--- src/design/sensor_status_regs.vh ---
// Offsets, field positions, reset values for the status and error registers
// Assumes inclusion by the status register bank and its helpers
`ifndef SENSOR_STATUS_REGS_VH
`define SENSOR_STATUS_REGS_VH

// ----------------------------------------------------------------------
// Register offsets
// ----------------------------------------------------------------------
`define OFS_DEVICE_IDENTIFIER        8'h00
`define OFS_FAULT_REPORT             8'h02
`define OFS_SENSOR_CONDITION_FLAGS   8'h03
`define OFS_AUX_DATA_FIRST           8'h0a
`define OFS_AUX_DATA_LAST            8'h11
`define OFS_ACC_DATA_FIRST           8'h12
`define OFS_ACC_DATA_LAST            8'h17

// ----------------------------------------------------------------------
// Field positions
// ----------------------------------------------------------------------
`define FLT_FATAL_BIT                0
`define FLT_CMD_BIT                  1
`define FLT_CODE_LSB                 2
`define FLT_CODE_MSB                 4
`define FLT_FIFO_BIT                 6
`define FLT_AUX_BIT                  7
`define CND_MANUAL_BIT               2
`define CND_CMD_READY_BIT            4
`define CND_AUX_READY_BIT            5
`define CND_ACC_READY_BIT            7

// ----------------------------------------------------------------------
// Values
// ----------------------------------------------------------------------
`define FAULT_REPORT_RESET           8'h00
`define CONDITION_FLAGS_RESET        8'h10
`define CODE_NO_FAULT                3'h0
`define CODE_ACCEL_CONFIG            3'h1
// Arbitrary neutral identification value
`define DEVICE_ID_VALUE              8'h5a

`endif

--- src/design/sticky_flag.v ---
// One hardware-set flag cleared by a read or a reset command
// Assumes set and clear pulses on clk_sys_in
`timescale 1ns/100ps
module sticky_flag (
   // Clock and reset
   input  wire clk_sys_in,
   input  wire resetn_in,
   // Control
   input  wire set_in,
   input  wire clear_in,
   // State
   output wire flag_out
);
   reg flag_reg;
   wire flag_next;

   // Set wins over clear
   assign flag_next = set_in | (flag_reg & ~clear_in);

   always @(posedge clk_sys_in or negedge resetn_in) begin
      if (!resetn_in) begin
         flag_reg <= 1'b0;
      end else begin
         flag_reg <= flag_next;
      end
   end

   assign flag_out = flag_reg;
endmodule

--- src/design/level_sync.v ---
// Three-stage synchroniser, change taken when stages two and three agree
// Assumes an asynchronous level input
`timescale 1ns/100ps
module level_sync (
   // Clock and reset
   input  wire clk_sys_in,
   input  wire resetn_in,
   // Levels
   input  wire async_in,
   output wire level_out
);
   reg s1_reg;
   reg s2_reg;
   reg s3_reg;
   reg level_reg;

   always @(posedge clk_sys_in or negedge resetn_in) begin
      if (!resetn_in) begin
         s1_reg    <= 1'b0;
         s2_reg    <= 1'b0;
         s3_reg    <= 1'b0;
         level_reg <= 1'b0;
      end else begin
         s1_reg <= async_in;
         s2_reg <= s1_reg;
         s3_reg <= s2_reg;
         if (s2_reg == s3_reg) begin
            level_reg <= s3_reg;
         end
      end
   end

   assign level_out = level_reg;
endmodule

--- src/design/sensor_status_error_regs.v ---
// Identification, fault and condition registers read by the host
// Assumes a byte register port from the serial interface on clk_sys_in
// Function
// [RULE1] Fatal flag bit 0 sets when boot or power leaves chip inoperable.
// [RULE2] Fatal flag survives reads; cleared only by power-on or soft reset.
// [RULE3] Persistent fault code at bits 4:2; 0 none, 1 bad accel configuration. Code follows the input each cycle, back to 0 when it drops.
// [RULE4] Bit 6 sets when streaming FIFO drops samples; cleared by reading.
// [RULE5] Bit 7 sets on auxiliary master error; cleared by reading.
// [RULE6] Condition bit 4 low while command executes, high when ready.
// [RULE7] Condition bit 5 sets on new aux data; cleared by aux data read.
// [RULE8] Condition bit 7 sets on new accel sample; cleared by accel read.
// [RULE9] Condition bit 2 high while manual auxiliary transfer runs.
// [RULE10] Fixed read-only eight-bit identifier at offset 0x00.
// [RULE11] Condition register reads 0x10 after reset.
// [RULE12] Fault register reads 0x00 after reset.
// [RULE13] Writes ignored; reserved bits read zero.
`timescale 1ns/100ps
`include "sensor_status_regs.vh"
module sensor_status_error_regs (
   // Clock and reset
   input  wire       clk_sys_in,
   input  wire       resetn_in,
   // Register port
   input  wire       reg_rd_in,
   input  wire       reg_wr_in,
   input  wire [7:0] reg_addr_in,
   input  wire [7:0] reg_wdata_in,
   output wire [7:0] reg_rdata_out,
   // Soft reset command
   input  wire       soft_reset_in,
   // Fault sources
   input  wire       boot_fault_in,
   input  wire       cmd_fail_in,
   input  wire       accel_configuration_invalid_in,
   input  wire       fifo_drop_in,
   input  wire       aux_error_in,
   // Condition sources
   input  wire       cmd_busy_in,
   input  wire       aux_data_new_in,
   input  wire       acc_data_new_in,
   input  wire       secondary_manual_transfer_active_in
);
   // -------------------------------------------------------------------
   // Read decode
   // -------------------------------------------------------------------
   wire rd_fault;
   wire rd_aux_data;
   wire rd_acc_data;
   wire fatal_clear;

   assign rd_fault    = reg_rd_in & (reg_addr_in == `OFS_FAULT_REPORT);
   assign rd_aux_data = reg_rd_in & (reg_addr_in >= `OFS_AUX_DATA_FIRST)
                        & (reg_addr_in <= `OFS_AUX_DATA_LAST);
   assign rd_acc_data = reg_rd_in & (reg_addr_in >= `OFS_ACC_DATA_FIRST)
                        & (reg_addr_in <= `OFS_ACC_DATA_LAST);
   // Reads do not clear the fatal flag
   assign fatal_clear = soft_reset_in;                       // see [RULE2]

   // -------------------------------------------------------------------
   // Pin-side inputs
   // -------------------------------------------------------------------
   wire boot_fault_s;
   wire manual_s;

   level_sync u_boot_sync (
      .clk_sys_in (clk_sys_in),
      .resetn_in  (resetn_in),
      .async_in   (boot_fault_in),
      .level_out  (boot_fault_s)
   );

   level_sync u_manual_sync (
      .clk_sys_in (clk_sys_in),
      .resetn_in  (resetn_in),
      .async_in   (secondary_manual_transfer_active_in),
      .level_out  (manual_s)
   );

   // -------------------------------------------------------------------
   // Sticky flags
   // -------------------------------------------------------------------
   wire fatal_flag;
   wire cmd_flag;
   wire fifo_flag;
   wire aux_flag;
   wire aux_ready_flag;
   wire acc_ready_flag;

   sticky_flag u_fatal (                                     // see [RULE1]
      .clk_sys_in (clk_sys_in),
      .resetn_in  (resetn_in),
      .set_in     (boot_fault_s),
      .clear_in   (fatal_clear),
      .flag_out   (fatal_flag)
   );

   sticky_flag u_cmd (
      .clk_sys_in (clk_sys_in),
      .resetn_in  (resetn_in),
      .set_in     (cmd_fail_in),
      .clear_in   (rd_fault | soft_reset_in),
      .flag_out   (cmd_flag)
   );

   sticky_flag u_fifo (                                      // see [RULE4]
      .clk_sys_in (clk_sys_in),
      .resetn_in  (resetn_in),
      .set_in     (fifo_drop_in),
      .clear_in   (rd_fault | soft_reset_in),
      .flag_out   (fifo_flag)
   );

   sticky_flag u_aux (                                       // see [RULE5]
      .clk_sys_in (clk_sys_in),
      .resetn_in  (resetn_in),
      .set_in     (aux_error_in),
      .clear_in   (rd_fault | soft_reset_in),
      .flag_out   (aux_flag)
   );

   sticky_flag u_aux_ready (                                 // see [RULE7]
      .clk_sys_in (clk_sys_in),
      .resetn_in  (resetn_in),
      .set_in     (aux_data_new_in),
      .clear_in   (rd_aux_data | soft_reset_in),
      .flag_out   (aux_ready_flag)
   );

   sticky_flag u_acc_ready (                                 // see [RULE8]
      .clk_sys_in (clk_sys_in),
      .resetn_in  (resetn_in),
      .set_in     (acc_data_new_in),
      .clear_in   (rd_acc_data | soft_reset_in),
      .flag_out   (acc_ready_flag)
   );

   // -------------------------------------------------------------------
   // Fault code following accel_configuration_invalid_in and command readiness
   // -------------------------------------------------------------------
   reg [2:0] code_reg;
   reg [2:0] code_next;
   reg       cmd_ready_reg;

   always @* begin
      if (accel_configuration_invalid_in) begin
         code_next = `CODE_ACCEL_CONFIG;                     // see [RULE3]
      end else begin
         code_next = `CODE_NO_FAULT;
      end
   end

   always @(posedge clk_sys_in or negedge resetn_in) begin
      if (!resetn_in) begin
         code_reg      <= `CODE_NO_FAULT;                    // see [RULE12]
         cmd_ready_reg <= 1'b1;                              // see [RULE11]
      end else begin
         code_reg      <= code_next;
         cmd_ready_reg <= ~cmd_busy_in;                      // see [RULE6]
      end
   end

   // -------------------------------------------------------------------
   // Register images
   // -------------------------------------------------------------------
   reg [7:0] fault_image;
   reg [7:0] cond_image;
   reg [7:0] rdata_next;
   reg [7:0] rdata_reg;

   always @* begin
      fault_image = `FAULT_REPORT_RESET;                     // see [RULE13]
      fault_image[`FLT_FATAL_BIT] = fatal_flag;
      fault_image[`FLT_CMD_BIT]   = cmd_flag;
      fault_image[`FLT_CODE_MSB:`FLT_CODE_LSB] = code_reg;
      fault_image[`FLT_FIFO_BIT]  = fifo_flag;
      fault_image[`FLT_AUX_BIT]   = aux_flag;
      cond_image = 8'h00;
      cond_image[`CND_MANUAL_BIT]    = manual_s;             // see [RULE9]
      cond_image[`CND_CMD_READY_BIT] = cmd_ready_reg;
      cond_image[`CND_AUX_READY_BIT] = aux_ready_flag;
      cond_image[`CND_ACC_READY_BIT] = acc_ready_flag;
   end

   // -------------------------------------------------------------------
   // Read data, writes have no effect
   // -------------------------------------------------------------------
   always @* begin
      case (reg_addr_in)
         `OFS_DEVICE_IDENTIFIER:      rdata_next = `DEVICE_ID_VALUE; // see [RULE10]
         `OFS_FAULT_REPORT:           rdata_next = fault_image;
         `OFS_SENSOR_CONDITION_FLAGS: rdata_next = cond_image;
         default:                     rdata_next = 8'h00;
      endcase
   end

   always @(posedge clk_sys_in or negedge resetn_in) begin
      if (!resetn_in) begin
         rdata_reg <= 8'h00;
      end else if (reg_rd_in) begin
         rdata_reg <= rdata_next;
      end
   end

   assign reg_rdata_out = rdata_reg;
endmodule

--- config.mk ---
export PLATFORM = sky130hd
export DESIGN_NAME = sensor_status_error_regs
export DESIGN_NICKNAME = d
export VERILOG_FILES = /design/src/design/sticky_flag.v /design/src/design/level_sync.v /design/src/design/sensor_status_error_regs.v
export VERILOG_INCLUDE_DIRS = /design/src /design/src/design
export SDC_FILE = /design/constraint.sdc
export NUM_CORES = 1
export LEC_CHECK = 0
export BUFFER_PORTS_ARGS = -buffer_cell sky130_fd_sc_hd__buf_2
export CAP_MARGIN = 15
export CORE_UTILIZATION = 33
export CTS_BUF_LIST = sky130_fd_sc_hd__clkbuf_16
export CTS_CLUSTER_SIZE = 24
export DETAILED_ROUTE_END_ITERATION = 10
export GPL_TIMING_DRIVEN = 0
export PLACE_DENSITY_LB_ADDON = 0.08
export SLEW_MARGIN = 10
export SYNTH_ARGS = -nofsm -noshare
export SYNTH_HDL_FRONTEND = slang
export SYNTH_SLANG_ARGS = --single-unit
--- constraint.sdc ---
create_clock -name clk_sys_in -period 0.9 [get_ports clk_sys_in]
set_clock_uncertainty 0.1 [all_clocks]
set_input_delay 0.135 -clock clk_sys_in [delete_from_list [all_inputs] [get_ports clk_sys_in]]
set_output_delay 0.135 -clock clk_sys_in [all_outputs]
set_load 0.01 [all_outputs]
== Yosys cells after proc, flatten, opt, wreduce, memory -nomap -nowiden ==
Index checks and enable logic that the tools add are counted.

* RAM bits: 0
* Memories kept: 0
* Register bits after elaboration: 24
* Memory bits (read-only): 0
* Output and inout port bits: 8
* Word-level logic and storage cells: 53
* Latch bits: 0
* Input bits: 30

* Mux-type cells: 2
* Reductions and logical operators: 1
* Bitwise logic cells: 25
* Eq/ne operators: 4
* Divide/modulo/power cells: 0
* Order comparisons: 4
* Multipliers: 0
* Shift-type cells: 0
* Add/subtract/negate cells: 0

{| class="wikitable"
|+ Operator list
! cell !! number
|-
| case mux 8 bit (3 select lines) || 1
|-
| equality test 8 x 2 -> 1 bit, second input constant || 2
|-
| less-or-equal comparator 8 x 5 -> 1 bit, second input constant || 2
|-
| AND 1 bit || 11
|-
| OR 1 bit || 9
|-
| greater-or-equal comparator 8 x 4 -> 1 bit, second input constant || 1
|-
| greater-or-equal comparator 8 x 5 -> 1 bit, second input constant || 1
|-
| logical NOT 8 bit || 1
|-
| inverter 1 bit || 5
|-
| equality test 1 bit || 2
|-
| 2-to-1 mux 1 bit || 1
|}

== Longest topological paths before layout ==
* Depth in word-level cells: 7
* Gate-level depth with buffers: 4
* Depth with buffers taken out: 3

== Modules after synthesis ==
A second synthesis with hierarchy kept.

* Cells, all modules: 83
* Area total of the unflattened synthesis: 965.9 um^2

{| class="wikitable"
|+ By module, submodules not included
! module !! instances !! area each (um^2) !! cells each !! sequential area each (um^2)
|-
| sensor_status_error_regs || 1 || 525.5 || 55 || 251.5
|-
| level_sync || 2 || 111.4 || 5 || 100.1
|-
| sticky_flag || 6 || 36.3 || 3 || 25.0
|}

== Least setup slack after synthesis ==
Ideal clock, no wire load.

* Path kind: input -> register
* From: input reg_addr_in[6]
* To: register rdata_reg[1], in the netlist reg_rdata_out[1]
* Cell stages on the path: 3
* Data arrival time: 1.183 ns
* Required time: 0.705 ns
* Setup slack: -0.479 ns
* Setup time: 0.095 ns
* Path through: or3_1 > or4_4 > o32ai_2

* Cells in the longest elaborated chain, start to end: 2
* Elaborated cells on any way between the ends: 4

{| class="wikitable"
|+ RTL lines
! item !! line !! RTL
|-
| start: declaration || sensor_status_error_regs.v:26 || <nowiki>input wire [7:0] reg_addr_in,</nowiki>
|-
| equality test 8 x 2 -> 1 bit or logical NOT 8 bit (tied branches) || sensor_status_error_regs.v:188 || <nowiki>case (reg_addr_in)</nowiki>
|-
| case mux 8 bit (3 select lines) * || sensor_status_error_regs.v:188 ||
|-
| end signal: assignment || sensor_status_error_regs.v:200 || <nowiki>rdata_reg <= rdata_next;</nowiki>
|-
| end: declaration || sensor_status_error_regs.v:168 || <nowiki>reg [7:0] rdata_reg;</nowiki>
|}

Mark *: on every way between the ends. The rest lies on a longest branch, timed or not.
A chain may end at the register's enable or synchronous reset.

== Worst setup path after layout ==
* From: input reg_addr_in[7]
* To: register rdata_reg[1], in the netlist reg_rdata_out[1]

The elaborated chain is that of the path after synthesis.

==> results.toml <==
[global_route]
gr-usage-all-layers = 0.147
grt_pass1_wl_um = 3500
antenna_found_initial = 0
grt_pass1_vias = 778
grt_max_degree = 25
grt.overflow.total = 0

[placement]
placed_area_sq_mm = 0.00117
dp_hpwl_um = 1290
dp.cells = 137
portBuffers = 26
gp_congestion = 0.784

[sta]
slew_headroom = 0.786
drv_slew = 0
finalCriticalPeriod_ns = 1.22
maxClockFrequency_ghz = 0.818
setup-tns-final_ns = -2.98
worstMarginPinSlew_ns = 0.322
hold_viol_final = 1
fin_worst_hold_slack_ns = -0.0276
fin_ws_ns = -0.323
timing.final.crit_share = 1.36
setup_viol = 21
grt_setup_unrepaired = "yes"

[setup_path]
crit_chain = "buf_8 -> or3_4 -> or4_4 -> o32ai_2"
critPathBufInv = 1
crit_family = "simple AND/OR/NAND/NOR gates"
crit_path_max_incr_delay_ns = 0.46
path_max_fanout = 4
critPathCaptureType = "flip-flop"
setup.worst_path.class = "in -> reg"
arrival_ns = 1.29
cp.required_ns = 0.97
start_kind = "input pin"
crit_slowest_cell = "or4_4"

[yosys]
synth-seq-cells = 24
yosysSeqAreaShare = 0.630
yosys_warnings = 0
synth-edff-count = 0
syn-num-nets = 110
syn_inst = 80
syn_avg_cell_area_sq_um = 11.9
synth_area_sq_um = 955
synth_flop_cell = "dfrtp_1"
ys_async_sr_fraction = 1.00
synth_cell_types = 28

[drt]
remaining_drc_errors = 0
first_pass_iters = 4
via_count = 770
ant_nets = 0
viasPerCell = 4.84
initialDrtViolationCount = 21
wl_per_cell_um = 12.8
drt-total-wl_um = 2030

[cts]
numCtsBuffers = 3
clock_sinks = 24
clk_pin_slew_ns = 0.07
cts_tree = "built"
ctsLongestPathBuffers = 2
root_buffer = "clkbuf_16"
h-tree-depth = 1
postCtsHoldBufs = 8
clk_latency_ns = 0.25

[floorplan]
die_y_um = 55.8
rows = 19
io_pins = 38
design.die.area_sq_mm = 0.00311
die_width_um = 55.8
core_sq_mm = 0.00276
start_util = 0.346

[worst_hold_path]
hold_path.class = "in -> reg"

[job]
maxCapViolCount = 0

[power]
leakagePower_uw = 0.000691
powerDensity_mw_per_mm2 = 1800
max-vdd-ir-drop_v = 0.000997

[cells_and_area]
fin_cells = 159
syn_to_final_growth_pct = 58.5
layout_commonest_cell = "buf_2"
fin_area_sq_mm = 0.00151
largest_reg_flops = 8
diodes = 0
drive_gt1_frac = 0.492
final_cell_mix = "buf_2, dfrtp_1, inv_1, buf_4, dlygate4sd3_1"
fin_nets = 159
n_fill_cell = 240

[run_status]
violations = "negative hold slack, negative setup slack"
outcome = "finished with violations"
-- final cells by class --
type | count | area (sq um) | area share
Inverter | 9 | 33.8 | 0.0223
Timing Repair Buffer | 44 | 314 | 0.208
Tap cell | 31 | 38.8 | 0.0256
Clock buffer | 3 | 75.1 | 0.0496
Clock inverter | 1 | 30.0 | 0.0199
Multi-Input combinational cell | 44 | 395 | 0.261
Buffer | 3 | 23.8 | 0.0157
Sequential cell | 24 | 602 | 0.398
-- path summary, 6_finish.rpt --
check                                            end                from  slack, ns  cells past startpoint
worst max-delay path                reg_rdata_out[1]      reg_addr_in[7]      -0.32                      4
worst min-delay path            u_acc_ready.flag_out     acc_data_new_in      -0.03                      2
worst max register to register      reg_rdata_out[4]       cmd_ready_reg      -0.12                      3
worst min register to register    u_boot_sync.s2_reg  u_boot_sync.s1_reg       0.25                      0
max in group asynchronous              cmd_ready_reg           resetn_in       0.17                      2
min in group asynchronous           reg_rdata_out[7]           resetn_in       0.23                      2
-- layer usage --
metal / vias to the layer above / wire (um) / global-route usage
met2: 21 / 975 / 0.248
met5: - / 0 / 0
met1: 369 / 957 / 0.178
met4: 0 / 33 / 0.0643
met3: 5 / 66 / 0.0372
li1: 375 / - / -
-- kinds of logic (layout without fill, tap and decap cells) --
group | count (synthesis) | in the layout | share of synthesized area
flops | 24 | 24 | 0.630
simple gates | 21 | 21 | 0.134
compound gates | 19 | 19 | 0.142
buf+inv | 12 | 60 | 0.0498
fa+ha+maj | 2 | 2 | 0.0210
mux | 2 | 2 | 0.0236
-- stage by stage --
stage | utilization | total power (uW) | worst slack (ns)
2_1_floorplan | - | 1280 | -0.478
3_3_place_gp | 0.425 | 1380 | -0.687
3_5_place_dp | 0.425 | 1390 | -0.681
4_1_cts | 0.534 | 2730 | -0.386
5_1_grt | 0.549 | 2840 | -0.346
6_report | 0.549 | 2720 | -0.323
-- report_power, final --
| group | internal (uW) | total (uW) | switching (uW) |
|---|---|---|---|
| logic | 161 | 289 | 128 |
| clock network | 884 | 1270 | 390 |
| registers | 1130 | 1160 | 25.0 |
-- synthesized netlist by cell type (all sizes together) (2+ instances only) --
library cell,n,area share
nand2b,2,0.013
a21oi,3,0.016
o22ai,6,0.039
buf,2,0.010
o21ai,2,0.010
a21o,4,0.031
mux2,2,0.024
maj3,2,0.021
nand3,2,0.010
inv,9,0.035
nand2,3,0.012
o32ai,2,0.026
dfrtp,23,0.60
nor2,3,0.012
nor2b,3,0.020
-- repair_timing --
action	in CTS	in global routing
hold endpoints to repair	31	1
pin swaps	11	10
endpoints found under the setup margin	21	47
gates resized for setup	14	5
buffers inserted	7	5
(Power assumes the default switching activity.)
